<file path="src/urs_pkg.sv">
// Operation
// - With address matching on and nine-bit characters selected, characters whose ninth bit is one are detected as address characters, and the option does nothing in eight-bit mode.
// - A read-only receiver idle flag reads one while the receiver is idle and zero while a character is being received.
// - A read-only parity fault flag shows whether the character at the head of the receive queue had a parity error.
// - A read-only framing fault flag shows whether the character at the head of the receive queue had a framing error.
// - The overrun fault flag is set by the hardware when the receive queue overflows, reads zero otherwise, and software may only clear it.
// - Clearing a set overrun fault flag empties the receive queue and the receive shift register.
// - A read-only character-available flag reads one while the receive queue holds at least one unread character.
package urs_pkg;

  // Register byte offsets on the AXI4-Lite bus.
  localparam logic [7:0] URS_STATUS_CONTROL_OFS = 8'h00;
  localparam logic [7:0] URS_LINE_CONFIG_OFS = 8'h04;
  localparam logic [7:0] URS_BAUD_DIVISOR_OFS = 8'h08;
  localparam logic [7:0] URS_RX_DATA_OFS = 8'h0c;
  localparam logic [7:0] URS_INT_STATUS_OFS = 8'h10;
  localparam logic [7:0] URS_INT_MASK_OFS = 8'h14;

  // Field positions of the status and control register.
  localparam int URS_ADDRESS_MATCH_ENABLE_BIT = 5;
  localparam int URS_RECEIVER_IDLE_FLAG_BIT = 4;
  localparam int URS_PARITY_FAULT_FLAG_BIT = 3;
  localparam int URS_FRAMING_FAULT_FLAG_BIT = 2;
  localparam int URS_OVERRUN_FAULT_FLAG_BIT = 1;
  localparam int URS_RX_CHAR_AVAILABLE_BIT = 0;

  // Field positions of the line configuration register.
  localparam int URS_NINE_BIT_MODE_BIT = 0;
  localparam int URS_PARITY_ENABLE_BIT = 1;
  localparam int URS_PARITY_ODD_BIT = 2;

  // Event positions shared by the interrupt status and mask registers.
  localparam int URS_EV_CHAR_BIT = 0;
  localparam int URS_EV_OVERRUN_BIT = 1;
  localparam int URS_EV_ADDRESS_BIT = 2;
  localparam int URS_EV_WIDTH = 3;

  // Reset values.
  localparam logic [15:0] URS_BAUD_DIVISOR_RST = 16'h01b2;
  localparam logic [2:0] URS_LINE_CONFIG_RST = 3'h0;
  localparam logic [2:0] URS_INT_MASK_RST = 3'h0;

  // Receive queue geometry and entry layout.
  localparam int URS_QUEUE_DEPTH = 4;
  localparam int URS_PTR_WIDTH = 2;
  localparam int URS_DATA_WIDTH = 9;
  localparam int URS_ENTRY_PAR_FAULT = 9;
  localparam int URS_ENTRY_FRAME_FAULT = 10;
  localparam int URS_ENTRY_WIDTH = 11;

  // AXI response codes.
  localparam logic [1:0] URS_RESP_OKAY = 2'h0;
  localparam logic [1:0] URS_RESP_SLVERR = 2'h2;

  // Receiver sequencing states.
  typedef enum logic [2:0] {
    URS_ST_IDLE,
    URS_ST_START,
    URS_ST_DATA,
    URS_ST_PARITY,
    URS_ST_STOP
  } urs_state_t;

endpackage

</file>
<file path="src/urs_receive_status.sv">
`timescale 1ns/100ps
module urs_receive_status (
  input wire logic clk,
  input wire logic reset,
  input wire logic rx_in,
  input wire logic [7:0] s_axi_awaddr,
  input wire logic s_axi_awvalid,
  output logic s_axi_awready,
  input wire logic [31:0] s_axi_wdata,
  input wire logic [3:0] s_axi_wstrb,
  input wire logic s_axi_wvalid,
  output logic s_axi_wready,
  output logic [1:0] s_axi_bresp,
  output logic s_axi_bvalid,
  input wire logic s_axi_bready,
  input wire logic [7:0] s_axi_araddr,
  input wire logic s_axi_arvalid,
  output logic s_axi_arready,
  output logic [31:0] s_axi_rdata,
  output logic [1:0] s_axi_rresp,
  output logic s_axi_rvalid,
  input wire logic s_axi_rready,
  output logic irq,
  output logic receiver_idle
);
  import urs_pkg::*;

  ////////////////////////////////////////////////////////////////////////////
  // Declarations.
  logic awready_r, wready_r, bvalid_r, arready_r, rvalid_r, irq_r, idle_r;
  logic [1:0] bresp_r, rresp_r;
  logic [31:0] rdata_r;
  logic aw_got_r, w_got_r;
  logic [7:0] awaddr_r;
  logic [31:0] wdata_r;
  logic [3:0] wstrb_r;
  logic aw_got_nxt, w_got_nxt, bvalid_nxt;
  logic do_write, do_read, wr_hit;
  logic address_match_enable_r;
  logic [2:0] line_cfg_r;
  logic [15:0] baud_r;
  logic [URS_EV_WIDTH-1:0] ist_r, mask_r, events;
  logic overrun_fault_flag_r;
  urs_state_t state_r;
  logic [15:0] cnt_r;
  logic [3:0] bit_idx_r;
  logic [URS_DATA_WIDTH-1:0] shreg_r;
  logic pbit_r;
  logic [URS_ENTRY_WIDTH-1:0] queue_mem [URS_QUEUE_DEPTH];
  logic [URS_PTR_WIDTH-1:0] wr_ptr_r, rd_ptr_r;
  logic [URS_PTR_WIDTH:0] count_r;
  logic nine_bit, par_en, par_odd, q_full, q_empty;
  logic char_done, accept, push, pop, overrun_set, flush;
  logic [URS_DATA_WIDTH-1:0] rx_char;
  logic par_fault_new, frame_fault_new;
  logic [URS_ENTRY_WIDTH-1:0] head;
  logic [31:0] status_word, rd_word;
  logic rd_hit;

  assign s_axi_awready = awready_r;
  assign s_axi_wready = wready_r;
  assign s_axi_bvalid = bvalid_r;
  assign s_axi_bresp = bresp_r;
  assign s_axi_arready = arready_r;
  assign s_axi_rvalid = rvalid_r;
  assign s_axi_rdata = rdata_r;
  assign s_axi_rresp = rresp_r;
  assign irq = irq_r;
  assign receiver_idle = idle_r;

  ////////////////////////////////////////////////////////////////////////////
  // Write channel: address and data are held until both are present.
  always_comb begin
    do_write = aw_got_r & w_got_r & ~bvalid_r;
    aw_got_nxt = (aw_got_r | (s_axi_awvalid & awready_r)) & ~do_write;
    w_got_nxt = (w_got_r | (s_axi_wvalid & wready_r)) & ~do_write;
    bvalid_nxt = do_write | (bvalid_r & ~s_axi_bready);
    wr_hit = (awaddr_r == URS_STATUS_CONTROL_OFS) | (awaddr_r == URS_LINE_CONFIG_OFS) |
             (awaddr_r == URS_BAUD_DIVISOR_OFS) | (awaddr_r == URS_INT_MASK_OFS);
  end

  // Handshake flops of the write side; ready stays low while a write is pending.
  always_ff @(posedge clk or posedge reset) begin
    if (reset) begin
      aw_got_r <= 1'b0;
      w_got_r <= 1'b0;
      bvalid_r <= 1'b0;
      awready_r <= 1'b0;
      wready_r <= 1'b0;
      bresp_r <= URS_RESP_OKAY;
      awaddr_r <= 8'h00;
      wdata_r <= 32'h0000_0000;
      wstrb_r <= 4'h0;
    end else begin
      aw_got_r <= aw_got_nxt;
      w_got_r <= w_got_nxt;
      bvalid_r <= bvalid_nxt;
      awready_r <= ~aw_got_nxt & ~bvalid_nxt;
      wready_r <= ~w_got_nxt & ~bvalid_nxt;
      if (s_axi_awvalid && awready_r) begin
        awaddr_r <= {s_axi_awaddr[7:2], 2'b00};
      end
      if (s_axi_wvalid && wready_r) begin
        wdata_r <= s_axi_wdata;
        wstrb_r <= s_axi_wstrb;
      end
      if (do_write) begin
        bresp_r <= wr_hit ? URS_RESP_OKAY : URS_RESP_SLVERR;
      end
    end
  end

  ////////////////////////////////////////////////////////////////////////////
  // Software-written configuration registers.
  always_ff @(posedge clk or posedge reset) begin
    if (reset) begin
      address_match_enable_r <= 1'b0;
      line_cfg_r <= URS_LINE_CONFIG_RST;
      baud_r <= URS_BAUD_DIVISOR_RST;
      mask_r <= URS_INT_MASK_RST;
    end else if (do_write && wstrb_r[0]) begin
      case (awaddr_r)
        URS_STATUS_CONTROL_OFS: begin
          address_match_enable_r <= wdata_r[URS_ADDRESS_MATCH_ENABLE_BIT];
        end
        URS_LINE_CONFIG_OFS: begin
          line_cfg_r <= wdata_r[2:0];
        end
        URS_BAUD_DIVISOR_OFS: begin
          baud_r[7:0] <= wdata_r[7:0];
          if (wstrb_r[1]) begin
            baud_r[15:8] <= wdata_r[15:8];
          end
        end
        URS_INT_MASK_OFS: begin
          mask_r <= wdata_r[URS_EV_WIDTH-1:0];
        end
        default: begin
        end
      endcase
    end
  end

  // A zero written over a set overrun flag flushes the receive path.
  assign flush = do_write & wstrb_r[0] & (awaddr_r == URS_STATUS_CONTROL_OFS) &
                 ~wdata_r[URS_OVERRUN_FAULT_FLAG_BIT] & overrun_fault_flag_r;

  ////////////////////////////////////////////////////////////////////////////
  // Read channel: side effects occur when the address is taken.
  assign do_read = s_axi_arvalid & arready_r;
  assign pop = do_read & (s_axi_araddr[7:2] == URS_RX_DATA_OFS[7:2]) & ~q_empty;
  assign head = queue_mem[rd_ptr_r];

  // Status word built from the live receiver and queue state.
  always_comb begin
    status_word = 32'h0000_0000;
    status_word[URS_ADDRESS_MATCH_ENABLE_BIT] = address_match_enable_r;
    status_word[URS_RECEIVER_IDLE_FLAG_BIT] = idle_r;
    status_word[URS_PARITY_FAULT_FLAG_BIT] = ~q_empty & head[URS_ENTRY_PAR_FAULT];
    status_word[URS_FRAMING_FAULT_FLAG_BIT] = ~q_empty & head[URS_ENTRY_FRAME_FAULT];
    status_word[URS_OVERRUN_FAULT_FLAG_BIT] = overrun_fault_flag_r;
    status_word[URS_RX_CHAR_AVAILABLE_BIT] = ~q_empty;
  end

  // Read data multiplexer; unmapped offsets read zero with an error response.
  always_comb begin
    rd_word = 32'h0000_0000;
    rd_hit = 1'b1;
    case ({s_axi_araddr[7:2], 2'b00})
      URS_STATUS_CONTROL_OFS: rd_word = status_word;
      URS_LINE_CONFIG_OFS: rd_word = {29'h0, line_cfg_r};
      URS_BAUD_DIVISOR_OFS: rd_word = {16'h0000, baud_r};
      URS_RX_DATA_OFS: rd_word = q_empty ? 32'h0000_0000 : {23'h0, head[URS_DATA_WIDTH-1:0]};
      URS_INT_STATUS_OFS: rd_word = {29'h0, ist_r};
      URS_INT_MASK_OFS: rd_word = {29'h0, mask_r};
      default: rd_hit = 1'b0;
    endcase
  end

  // Read handshake; one read is served at a time.
  always_ff @(posedge clk or posedge reset) begin
    if (reset) begin
      arready_r <= 1'b0;
      rvalid_r <= 1'b0;
      rdata_r <= 32'h0000_0000;
      rresp_r <= URS_RESP_OKAY;
    end else begin
      if (do_read) begin
        arready_r <= 1'b0;
        rvalid_r <= 1'b1;
        rdata_r <= rd_word;
        rresp_r <= rd_hit ? URS_RESP_OKAY : URS_RESP_SLVERR;
      end else if (rvalid_r && s_axi_rready) begin
        rvalid_r <= 1'b0;
        arready_r <= 1'b1;
      end else if (!rvalid_r) begin
        arready_r <= 1'b1;
      end
    end
  end

  ////////////////////////////////////////////////////////////////////////////
  // Serial receiver: start bit, data bits, optional parity and one stop bit.
  assign nine_bit = line_cfg_r[URS_NINE_BIT_MODE_BIT];
  assign par_en = line_cfg_r[URS_PARITY_ENABLE_BIT];
  assign par_odd = line_cfg_r[URS_PARITY_ODD_BIT];
  assign char_done = (state_r == URS_ST_STOP) & (cnt_r == 16'h0000);
  assign rx_char = nine_bit ? shreg_r : {1'b0, shreg_r[8:1]};
  assign par_fault_new = par_en & ((^rx_char ^ pbit_r) != par_odd);
  assign frame_fault_new = ~rx_in;

  // Bits are sampled in mid-cell; a flush drops the character in progress.
  always_ff @(posedge clk or posedge reset) begin
    if (reset) begin
      state_r <= URS_ST_IDLE;
      cnt_r <= 16'h0000;
      bit_idx_r <= 4'h0;
      shreg_r <= '0;
      pbit_r <= 1'b0;
    end else if (flush) begin
      state_r <= URS_ST_IDLE;
      shreg_r <= '0;
      bit_idx_r <= 4'h0;
      cnt_r <= 16'h0000;
    end else begin
      case (state_r)
        URS_ST_IDLE: begin
          if (!rx_in) begin
            state_r <= URS_ST_START;
            cnt_r <= {1'b0, baud_r[15:1]};
          end
        end
        URS_ST_START: begin
          if (cnt_r != 16'h0000) begin
            cnt_r <= cnt_r - 16'h0001;
          end else if (!rx_in) begin
            state_r <= URS_ST_DATA;
            cnt_r <= baud_r - 16'h0001;
            bit_idx_r <= 4'h0;
          end else begin
            state_r <= URS_ST_IDLE;
          end
        end
        URS_ST_DATA: begin
          if (cnt_r != 16'h0000) begin
            cnt_r <= cnt_r - 16'h0001;
          end else begin
            shreg_r <= {rx_in, shreg_r[8:1]};
            cnt_r <= baud_r - 16'h0001;
            bit_idx_r <= bit_idx_r + 4'h1;
            if (bit_idx_r == (nine_bit ? 4'h8 : 4'h7)) begin
              state_r <= par_en ? URS_ST_PARITY : URS_ST_STOP;
            end
          end
        end
        URS_ST_PARITY: begin
          if (cnt_r != 16'h0000) begin
            cnt_r <= cnt_r - 16'h0001;
          end else begin
            pbit_r <= rx_in;
            cnt_r <= baud_r - 16'h0001;
            state_r <= URS_ST_STOP;
          end
        end
        URS_ST_STOP: begin
          if (cnt_r != 16'h0000) begin
            cnt_r <= cnt_r - 16'h0001;
          end else begin
            state_r <= URS_ST_IDLE;
          end
        end
        default: state_r <= URS_ST_IDLE;
      endcase
    end
  end

  // Idle flag changes on the same edge as the sequencer at a start bit and at the mid-cell sample of the stop bit.
  always_ff @(posedge clk or posedge reset) begin
    if (reset) begin
      idle_r <= 1'b1;
    end else begin
      idle_r <= (state_r == URS_ST_IDLE) ? (rx_in | flush) : char_done | flush;
    end
  end

  ////////////////////////////////////////////////////////////////////////////
  // Receive queue with per-character error bits.
  assign accept = ~(nine_bit & address_match_enable_r & ~rx_char[8]);
  assign q_full = (count_r == (URS_PTR_WIDTH + 1)'(URS_QUEUE_DEPTH));
  assign q_empty = (count_r == '0);
  assign push = char_done & accept & ~overrun_fault_flag_r & ~q_full & ~flush;
  assign overrun_set = char_done & accept & ~overrun_fault_flag_r & q_full & ~flush;

  // Entry storage is written only on push.
  always_ff @(posedge clk) begin
    if (push) begin
      queue_mem[wr_ptr_r] <= {frame_fault_new, par_fault_new, rx_char};
    end
  end

  // Pointer and count update; flush empties the queue.
  always_ff @(posedge clk or posedge reset) begin
    if (reset) begin
      wr_ptr_r <= '0;
      rd_ptr_r <= '0;
      count_r <= '0;
    end else if (flush) begin
      wr_ptr_r <= '0;
      rd_ptr_r <= '0;
      count_r <= '0;
    end else begin
      if (push) begin
        wr_ptr_r <= wr_ptr_r + 1'b1;
      end
      if (pop) begin
        rd_ptr_r <= rd_ptr_r + 1'b1;
      end
      count_r <= count_r + (URS_PTR_WIDTH + 1)'(push) - (URS_PTR_WIDTH + 1)'(pop);
    end
  end

  // Overrun flag: set only by hardware, cleared only by a software zero.
  always_ff @(posedge clk or posedge reset) begin
    if (reset) begin
      overrun_fault_flag_r <= 1'b0;
    end else if (overrun_set) begin
      overrun_fault_flag_r <= 1'b1;
    end else if (flush) begin
      overrun_fault_flag_r <= 1'b0;
    end
  end

  ////////////////////////////////////////////////////////////////////////////
  // Interrupt status: sticky events, cleared by a read, a new event wins.
  assign events[URS_EV_CHAR_BIT] = push;
  assign events[URS_EV_OVERRUN_BIT] = overrun_set;
  assign events[URS_EV_ADDRESS_BIT] = push & nine_bit & address_match_enable_r;

  always_ff @(posedge clk or posedge reset) begin
    if (reset) begin
      ist_r <= '0;
    end else if (do_read && (s_axi_araddr[7:2] == URS_INT_STATUS_OFS[7:2])) begin
      ist_r <= events;
    end else begin
      ist_r <= ist_r | events;
    end
  end

  // Level interrupt while any unmasked status bit is set.
  always_ff @(posedge clk or posedge reset) begin
    if (reset) begin
      irq_r <= 1'b0;
    end else begin
      irq_r <= |(ist_r & mask_r);
    end
  end
endmodule

</file>
<file path="config.mk">
export PLATFORM = sky130hd
export DESIGN_NAME = urs_receive_status
export DESIGN_NICKNAME = d
export VERILOG_FILES = /design/src/urs_pkg.sv /design/src/urs_receive_status.sv
export SDC_FILE = /design/constraint.sdc
export NUM_CORES = 1
export LEC_CHECK = 0
export ABC_CLOCK_PERIOD_IN_PS = 3700
export BUFFER_PORTS_ARGS = -buffer_cell sky130_fd_sc_hd__buf_2
export CAP_MARGIN = 10
export CORE_MARGIN = 2
export CORE_UTILIZATION = 40
export DETAILED_ROUTE_END_ITERATION = 12
export PLACE_DENSITY = 0.6
export SLEW_MARGIN = 20
export SYNTH_ARGS = -nofsm -noshare
export SYNTH_HDL_FRONTEND = slang
export SYNTH_SLANG_ARGS = --single-unit
</file>
<file path="constraint.sdc">
create_clock -name clk -period 3.7 [get_ports clk]
set_input_delay 0.185 -clock clk [delete_from_list [all_inputs] [get_ports clk]]
set_output_delay 0.185 -clock clk [all_outputs]
set_load 0.1 [all_outputs]
</file>
-- Word-level counts from Yosys, hierarchy flattened
Memories as Yosys holds them, arrays and structs flattened.
Cells that the tools add are included.
- eq/ne operators: 26
- reductions and logical operators: 32
- add/subtract/negate cells: 7
- bitwise logic cells: 56
- mux-type cells: 48
- operators with widths (operator ; count):
    two-way mux 16 bit ; 6
    one-hot mux 16 bit (6 select lines) ; 1
    one-hot mux 16 bit (4 select lines) ; 1
    two-way mux 9 bit ; 5
    subtractor 16 x 1 -> 16 bit, second input constant ; 2
    AND 1 bit ; 30
    two-way mux 3 bit ; 10
    != test 3 bit, second input constant ; 7
    two-way mux 4 bit ; 5
    equality test 6 x 2 -> 1 bit, second input constant ; 3
    equality test 6 x 3 -> 1 bit, second input constant ; 3
    zero test 16 bit ; 1
    nonzero test 16 bit ; 1
    inverter 1 bit ; 15
    one-hot mux 3 bit (5 select lines) ; 1
    two-way mux 2 bit ; 7
    equality test 6 x 1 -> 1 bit, second input constant ; 2
    two-way mux 1 bit ; 11
    AND reduction 2 bit ; 5
    nonzero test 2 bit ; 5
    XOR reduction 9 bit ; 1
    zero test 8 bit ; 1
    bitwise OR 1 bit ; 8
    one-hot mux 4 bit (2 select lines) ; 1
    27 further kinds ; 37
- memories: 1
- logic and storage cells: 200
- memory bits (writable): 44
- register bits after elaboration: 136
- input port bits: 60
- memories (name ; depth ; width ; read ports ; clocked after Yosys merged registers in ; write ports ; line ; source):
    queue_mem ; 4 ; 11 ; 1 ; 0 ; 1 ; urs_receive_status.sv:49 ; logic [URS_ENTRY_WIDTH-1:0] queue_mem [URS_QUEUE_DEPTH];

-- Logic depth before layout (Yosys ltp)
Gate-level depths: netlist of the first run.
- depth after elaboration: 12
- gate-level depth with buffers: 14

-- Least setup slack after synthesis of the first run
Ideal clock, no wire load.
- path kind: register -> register
- from: register state_r[0]
- to: register count_r[2]
- stages on the path, launching flop included: 15
- data arrival time: 3.004 ns
- data required time: 3.568 ns
- path buffers: 3
- path slack: 0.564 ns
- clock period less this slack: 3.136 ns
- setup time: 0.132 ns
- cells stage by stage: dfrtp_1 > buf_6 > or3b_1 > buf_2 > or3_1 > or3_1 > buf_4 > ha_1 > inv_1 > ha_1 > inv_1 > fa_1 > xor2_1 > xnor2_1 > nor2_1
- word-level cells in the longest chain between the ends: 9
- RTL lines (element ; line ; source):
    start, declared ; urs_receive_status.sv:44 ; urs_state_t state_r;
    start signal, assigned ; urs_receive_status.sv:252 ; state_r <= par_en ? URS_ST_PARITY : URS_ST_STOP;
    equality test 3 bit ; urs_receive_status.sv:207 ; assign char_done = (state_r == URS_ST_STOP) & (cnt_r == 16'h0000);
    AND 1 bit ; urs_receive_status.sv:207 ;
    AND 1 bit (4 in a row) ; urs_receive_status.sv:291 ; assign push = char_done & accept & ~overrun_fault_flag_r & ~q_full & ~flush;
    adder 3 x 1 -> 3 bit ; urs_receive_status.sv:318 ; count_r <= count_r + (URS_PTR_WIDTH + 1)'(push) - (URS_PTR_WIDTH + 1)'(pop);
    subtractor 3 x 1 -> 3 bit ; urs_receive_status.sv:318 ;
    two-way mux 3 bit ; urs_receive_status.sv:307 ; end else if (flush) begin
    end signal, assigned ; urs_receive_status.sv:318 ;
    end, declared ; urs_receive_status.sv:51 ; logic [URS_PTR_WIDTH:0] count_r;
No other way between the ends.
A chain may end at the register's enable or synchronous reset.

-- Worst setup path in the final report of the first run
- from: register state_r[2]
- to: register count_r[2]
Same word-level chain as after synthesis.

==> out/qor.csv, run 1 <==
metric;value;unit
synth_most_common_cell;dfrtp_1;
synthCells;730;
final.fill_count;1810;
peakVddDrop;0.000707;V
hold_violations;0;
setup_slack;0.512;ns
cts_resized;0;
dieArea;21600;um2
place_congestion;0.893;
slew_headroom;32.9;%
path_cells;or3b_1 > or3_1 > or3_1 > ha_1 > inv_1 > ha_1 > inv_1 > fa_1 > xor2_1 > xnor2_1 > nor2_1;
slowest_delay;0.52;ns
ys_seq_elements;162;
rsz0062_at_grt;false;
cts_sinks;162;
boundaryPins;103;
synthTopCellsByCount;112 x dfrtp_1, 98 x nand2_1, 50 x mux2_2, 45 x nor2_1, 44 x edfxtp_1;
grt_pass1_wl;31.1;mm
stdcell_count;1102;
synth_area_leaders;dfrtp_1 34%, edfxtp_1 16%, mux2_2 6.9%;
finalSetupTns;0;ns
p_int;3640;uW
tritoncts;done;
grt_overflow_total;0;
cts_root_buffer;clkbuf_16;
p_sw;1850;uW
synth.distinct_cells;78;
post_cts_buffers;0;
rows;52;
synth_top_area_cell;dfrtp_1;
critPathMaxFanout;10;
drc;0;
cts_buffers;17;
place_ws;0.522;ns
core-area;20100;um2
drt_pre_antenna_iters;4;
switching_share;33.7;%
max_freq;0.314;GHz
period_share;86.2;%
vias_per_cell;5.27;
grt_usage;18.4;%
place_area;8700;um2
setup_viol;0;
cts_hold_buf;27;
report.final.slew_viol_count;0;
power.clock.fraction;32.2;%
synth_ff_type;dfrtp_1;
seq_area_frac_synth;52.5;%
syn_area_per_cell;11.2;um2
status;completed;
period_needed;3.19;ns
grt_max_degree;67;
dp_cells;1043;
ys_async_sr_fraction;72.8;%
slowest_stage;dfrtp_1;
insertion_delay;0.43;ns
ys_warn_count;0;
area_growth;17.0;%
maxCapViolCount;0;
arrival;3.49;ns
antenna_found_initial;1;
nNetsFinal;890;
synth.cell_area;8160;um2
start_util;40.6;%
p_total;5490;uW
startpoint_type;register;
layout.cell_area.non_filler;9550;um2
worstMarginPinSlew;0.999;ns
clk_pin_slew;0.07;ns
grt_pass1_vias;5724;
fin_skew;0.00965;ns
drive_gt1_share;23.0;%
port_buffers;62;
ant_nets;0;
worstPathRequired;4.00;ns
cts_buffer_depth;2;
dieHeight;147;um
synth_edf_count;44;
p_seq_share;42.6;%
power_frac_comb;25.2;%
hold_class;primary input to register;
crit_path_end_kind;register;
wirelength;19.0;mm
place_hpwl;13.4;mm
post_drt_wl_per_cell;17.2;um
vias;5804;
die_w;147;um
leakage;0.00402;uW
n_antenna_cell;0;
first_iter_violations;498;
synth_top_area_share;34.3;%
cts_htree_levels;4;
powerDensity;575;nW/um2
critPathKind;register to register;
## power groups by stage
stage / Clock, uW / Sequential (uW) / Combinational (uW)
3_3_place_gp: 0 / 2370 / 1360
5_1_grt: 1870 / 2380 / 1510
2_1_floorplan: 0 / 2430 / 1010
3_5_place_dp: 0 / 2370 / 1360
6_report: 1770 / 2340 / 1380
4_1_cts: 1800 / 2340 / 1380
## stage by stage
stage | hold WS (ns) | utilization, %
final | 0.0349 | 47.5
after global routing | 0.0397 | 47.5
after CTS | 0.0150 | 47.5
after detailed placement | 0.353 | 43.3
after global placement | 0.341 | 43.3
after floorplan | 0.280 | -
## worst max-delay path: cells and delay by family (launching register included)
kind / cells / cell delay (ns)
simple gates: 4 / 1.34
fa+ha+maj: 3 / 0.80
flops: 1 / 0.52
buf+inv: 2 / 0.10
xor+xnor: 2 / 0.30
## flip-flops by register name, indices dropped and copies added (netlist names), 4 cells and up
name,count
cnt_r,16
wdata_r,16
s_axi_rdata,16
baud_r,16
shreg_r,9
queue_mem,44
bit_idx_r,4
awaddr_r,6
## final timing paths
path / start / end / slack, ns / depth (start not counted)
hold / removal: s_axi_rready / s_axi_rvalid$_DFFE_PP0P_ / 0.03 / 3
hold reg to reg: s_axi_rdata[11]$_DFFE_PP0P_ / s_axi_rdata[11]$_DFFE_PP0P_ / 0.47 / 2
setup / recovery: state_r[2]$_DFFE_PP0P_ / count_r[2]$_DFF_PP0_ / 0.51 / 11
setup reg to reg: state_r[2]$_DFFE_PP0P_ / count_r[2]$_DFF_PP0_ / 0.51 / 11
min in group asynchronous: reset / baud_r[11]$_DFFE_PP0P_ / 0.41 / 3
max in group asynchronous: reset / baud_r[1]$_DFFE_PP1P_ / 2.48 / 4
## layer usage
metal / up-vias / global-route usage, % / part of all wire (%)
met4: 2 / 5.15 / 1.2
li1: 2787 / - / -
met1: 2796 / 26.7 / 48
met3: 20 / 5.16 / 6.5
met5: - / 0 / 0.068
met2: 199 / 27.3 / 44
## cells in the final DEF, fill, tap and decap left out, types with 17 or more instances in the layout
| cell | Yosys | layout |
|---|---|---|
| conb_1 | 1 | 18 |
| mux2_2 | 50 | 50 |
| clkbuf_16 | 0 | 17 |
| nor3_1 | 25 | 25 |
| inv_1 | 21 | 20 |
| a21oi_1 | 31 | 31 |
| o21ai_0 | 36 | 36 |
| dfrtp_1 | 112 | 112 |
| nor2_1 | 45 | 45 |
| buf_2 | 5 | 62 |
| nand2_1 | 98 | 98 |
| dlygate4sd3_1 | 0 | 27 |
| edfxtp_1 | 44 | 44 |
## cell families after synthesis
family	after synthesis	share of synthesized area [%]
multiplexers	73	11.4
AO/OA/AOI/OAI	129	10.3
AND/OR/NAND/NOR	251	15.7
adder cells (fa/ha/maj)	11	1.78
flip-flops	162	52.5
buffers and inverters	73	4.72
other	1	0.0459
XOR/XNOR	30	3.57
## final cells by class
cell class              count  area [um2]  share of cell area, %
multi-input cells         512        3570                   37.3
well taps                 270         338                   3.54
clock inverters            14         140                   1.47
inverters                  23        88.8                  0.930
clock buffers              18         439                   4.60
repair buffers            103         698                   7.31
flip-flops and latches    162        4280                   44.8
No activity file was read; power rests on OpenSTA's default activity.
==> run 2, diff against run 1 <==
Settings changed: ABC_CLOCK_PERIOD_IN_PS 3700 to 3400, REMOVE_ABC_BUFFERS set to 1.
Clock period 3.7 ns to 3.4 ns, I/O delays scaled along.
==> run 2 against run 1 <==
  * Wire length is 0.53% higher
  * Cell area grew 0.55%
  * Via count up 0.86%
  * Critical path depth stayed put
  * Die area unchanged
  * Power up 8.5%
  * Core utilization grew 0.26 points
  * Maximum frequency grew 1.7%
  * Sequential power rose by 9.0%
  * Largest cell class unchanged
  * Largest power group unchanged
==> out/qor.csv, run 2 (same netlist as run 1, synthesis figures left out) <==
metric;value;unit
nNetsFinal;896;
dieHeight;147;um
cts_buffer_depth;2;
place_congestion;0.885;
p_int;3890;uW
slew_headroom;38.8;%
period_needed;3.13;ns
cts_sinks;162;
worstMarginPinSlew;0.918;ns
power_frac_comb;25.5;%
r2r-start;cnt_r[9]$_DFFE_PP0P_;
crit_start;cnt_r[9]$_DFFE_PP0P_;
report.final.slew_viol_count;0;
period_share;92.2;%
max_freq;0.319;GHz
status;completed;
vias;5854;
hold_violations;0;
ant_nets;0;
cts_buffers;17;
tritoncts;done;
grt_pass1_wl;30.7;mm
drc;0;
slowest_delay;0.50;ns
final.fill_count;1871;
hold_class;primary input to register;
core-area;20100;um2
p_total;5960;uW
antenna_found_initial;0;
grt_max_degree;62;
n_antenna_cell;0;
crit_path_end_kind;register;
hold_start;s_axi_rready;
post_drt_wl_per_cell;17.2;um
peakVddDrop;0.000604;V
wirelength;19.1;mm
area_growth;17.7;%
setup_viol;0;
stdcell_count;1108;
dp_cells;1049;
first_iter_violations;417;
cts_htree_levels;4;
clk_pin_slew;0.07;ns
utilization;47.8;%
dieArea;21600;um2
grt_overflow_total;0;
die_w;147;um
maxCapViolCount;0;
arrival;3.45;ns
rsz0062_at_grt;false;
largest_reg_flops;44;
drive_gt1_share;23.5;%
drt_pre_antenna_iters;5;
regMostFlops;queue_mem;
grt_pass1_vias;5632;
rows;52;
leakage;0.00403;uW
power.clock.fraction;31.7;%
port_buffers;62;
critPathMaxFanout;6;
boundaryPins;103;
p_seq_share;42.8;%
slowest_stage;or3_1;
grt_usage;18.2;%
r2r_slack;0.27;ns
fin_skew;0.0107;ns
start_util;40.6;%
path_cells;nor4_2 > nand4_1 > or3_1 > ha_1 > inv_1 > ha_1 > inv_1 > fa_1 > xor2_1 > xnor2_1 > nor2_1;
insertion_delay;0.43;ns
startpoint_type;register;
layout.cells.most_common;dfrtp_1;
worstPathRequired;3.72;ns
vias_per_cell;5.28;
critPathKind;register to register;
cts_root_buffer;clkbuf_16;
final_cell_mix;112 x dfrtp_1, 98 x nand2_1, 62 x buf_2;
p_sw;2070;uW
powerDensity;621;nW/um2
place_hpwl;13.4;mm
switching_share;34.8;%
run 2: cell count changes in the layout (fill, tap and decap cells not counted), moves of 2 or more:
cell        before  now
clkinv_8         0    3
inv_6            5    3
clkinv_2         3    0
buf_4           13   19
clkinvlp_4       0    4
run 2: area by class of cell:
cell class	instances	area [um2]	area share, %
Sequential cell	162	4280	44.6
Multi-Input combinational cell	512	3570	37.1
Timing Repair Buffer	109	743	7.74
Clock buffer	17	425	4.43
Tap cell	270	338	3.52
Clock inverter	15	161	1.68
Inverter	23	88.8	0.925
run 2: worst max-delay path: cells and delay by family, from the launching register on:
kind / cells / cell delay [ns]
simple gates: 4 / 1.40
fa+ha+maj: 3 / 0.80
flops: 1 / 0.43
xor+xnor: 2 / 0.29
buf+inv: 2 / 0.10
run 2: power groups by stage:
stage / clock network [uW] / registers, uW / logic [uW]
3_5_place_dp: 0 / 2590 / 1500
3_3_place_gp: 0 / 2580 / 1480
6_report: 1890 / 2550 / 1520
4_1_cts: 1930 / 2550 / 1520
5_1_grt: 2000 / 2590 / 1640
2_1_floorplan: 0 / 2670 / 1030
run 2: stage by stage:
step | setup TNS (ns) | hold slack, ns | instance area, um2 | worst slack [ns]
global route | 0 | 0.0355 | 9600 | 0.126
global placement | 0 | 0.365 | 8750 | 0.330
floorplan | -0.0770 | 0.265 | 7930 | -0.0770
finish | 0 | 0.0143 | 9600 | 0.266
CTS | 0 | 0.00395 | 9600 | 0.300
detailed placement | 0 | 0.370 | 8750 | 0.314
run 2: repair_timing:
item / 4_1_cts / 5_1_grt
resized for setup: 0 / 0
endpoints found under the hold margin: 83 / 0
buffers inserted: 0 / 0
hold buffers: 27 / 0
run 2: path summary, 6_finish.rpt:
path / end / cells after the start
worst max-delay path: count_r[2]$_DFF_PP0_ / 11
worst min-delay path: s_axi_rvalid$_DFFE_PP0P_ / 3
worst max register to register: count_r[2]$_DFF_PP0_ / 11
worst min register to register: baud_r[6]$_DFFE_PP0P_ / 2
max in group asynchronous: receiver_idle$_DFF_PP1_ / 4
min in group asynchronous: wdata_r[3]$_DFFE_PP0P_ / 3
run 2: metal layers:
layer  up-vias  track usage [%]  share of wire [%]
li1       2798                -                  -
met1      2803             26.8                 47
met2       231             26.4                 43
met3        22             4.66                7.6
met4         0             5.92                2.1
met5         -                0                  0
==> run 3, diff against run 2 <==
Settings changed: REMOVE_ABC_BUFFERS 1 to not set.
==> run 3 against run 2 <==
  * Cell count grew 0.18%
  * Largest cell class unchanged
  * Non-clock buffer count grew 3
  * Power shrank 0.17%
  * Critical path depth is the same
  * Worst setup slack lost 0.049 ns
  * Critical endpoint unchanged
  * Clock skew grew 0.0013 ns
==> out/qor.csv, run 3 (same netlist as run 1, synthesis figures left out) <==
metric;value;unit
fin_hold_ws;0.0198;ns
slowest_stage;nor4_2;
arrival;3.49;ns
tritoncts;done;
slowest_delay;0.51;ns
largest_reg_flops;44;
hold_class;primary input to register;
ant_nets;0;
grt_pass1_vias;5779;
hold_violations;0;
hold_start;s_axi_rready;
crit_path_end_kind;register;
report.final.slew_viol_count;0;
period_share;93.6;%
cts_hold_buf;27;
post_drt_wl_per_cell;17.5;um
slew_headroom;42.4;%
cts_buffer_depth;2;
regMostFlops;queue_mem;
nNetsFinal;899;
vias;5899;
final.fill_count;1836;
worstMarginPinSlew;0.863;ns
grt_max_degree;69;
rsz0062_at_grt;false;
core-area;20100;um2
cts_root_buffer;clkbuf_16;
final_cell_mix;112 x dfrtp_1, 98 x nand2_1, 62 x buf_2;
place_congestion;0.875;
antenna_found_initial;0;
dieArea;21600;um2
wirelength;19.4;mm
cts_resized;0;
clk_pin_slew;0.07;ns
fin_skew;0.0120;ns
n_antenna_cell;0;
crit_family;simple AND/OR/NAND/NOR gates;
worstPathRequired;3.71;ns
cp_num_buf_inv;2;
critPathMaxFanout;6;
insertion_delay;0.43;ns
status;completed;
grt_pass1_wl;31.6;mm
grt_overflow_total;0;
vias_per_cell;5.31;
drc;0;
setup_slack;0.217;ns
period_needed;3.18;ns
startpoint_type;register;
setup_viol;0;
start_util;40.6;%
cts_buffers;17;
layout.cells.most_common;dfrtp_1;
first_iter_violations;435;
maxCapViolCount;0;
p_total;5950;uW
finalSetupTns;0;ns
place_hpwl;13.8;mm
dieHeight;147;um
rows;52;
drive_gt1_share;23.5;%
regArea;4280;um2
port_buffers;62;
multi_input_area;3570;um2
critPathKind;register to register;
post_cts_buffers;0;
drt_pre_antenna_iters;5;
peakVddDrop;0.000717;V
area_growth;17.7;%
cts_htree_levels;4;
place_ws;0.271;ns
powerDensity;619;nW/um2
die_w;147;um
r2r-start;cnt_r[9]$_DFFE_PP0P_;
max_freq;0.314;GHz
grt_usage;18.7;%
cts_sinks;162;
boundaryPins;103;
leakage;0.00405;uW
crit_start;cnt_r[9]$_DFFE_PP0P_;
path_cells;nor4_2 > nand4_1 > or3_1 > ha_1 > inv_1 > ha_1 > inv_1 > fa_1 > xor2_1 > xnor2_1 > nor2_1;
-- run 3: cell type report --
cell class	instances	area share, %
Timing Repair Buffer	112	7.84
Clock buffer	22	5.05
Inverter	23	0.925
Clock inverter	9	0.964
Multi-Input combinational cell	512	37.1
Sequential cell	162	44.6
Tap cell	270	3.52
-- run 3: where the power goes --
| group | switching (uW) | internal [uW] | total, uW |
|---|---|---|---|
| logic | 868 | 639 | 1510 |
| clock network | 801 | 1100 | 1900 |
| registers | 280 | 2270 | 2550 |
| total | 1950 | 4000 | 5950 |
-- run 3: worst register-to-register path: stages (launching register included) --
cell	delay (ns)
dfrtp_1	0.43
nor4_2	0.51
nand4_1	0.33
or3_1	0.50
ha_1	0.31
inv_1	0.05
ha_1	0.13
inv_1	0.05
fa_1	0.37
xor2_1	0.16
xnor2_1	0.17
nor2_1	0.06
-- run 3: routing by layer --
metal,vias up,global-route usage (%),wire [um]
met3,17,4.25,1170
met2,192,28.4,8740
met4,0,4.95,213
li1,2800,-,-
met1,2890,27.2,9270
met5,-,0,0
-- run 3: per-stage QoR --
stage / instances / area, um2 / utilization, %
2_1_floorplan: 747 / 8230 / -
3_3_place_gp: 1052 / 8760 / 43.6
3_5_place_dp: 1052 / 8760 / 43.6
4_1_cts: 1110 / 9610 / 47.8
5_1_grt: 1110 / 9610 / 47.8
6_report: 1110 / 9610 / 47.8
-- run 3: worst paths after layout --
check	endpoint	slack, ns	cells after the start
max	count_r[2]$_DFF_PP0_	0.22	11
min	s_axi_rvalid$_DFFE_PP0P_	0.02	3
max reg2reg	count_r[2]$_DFF_PP0_	0.22	11
min reg2reg	baud_r[7]$_DFFE_PP1P_	0.47	2
max in group asynchronous	receiver_idle$_DFF_PP1_	2.06	4
min in group asynchronous	wdata_r[12]$_DFFE_PP0P_	0.47	3
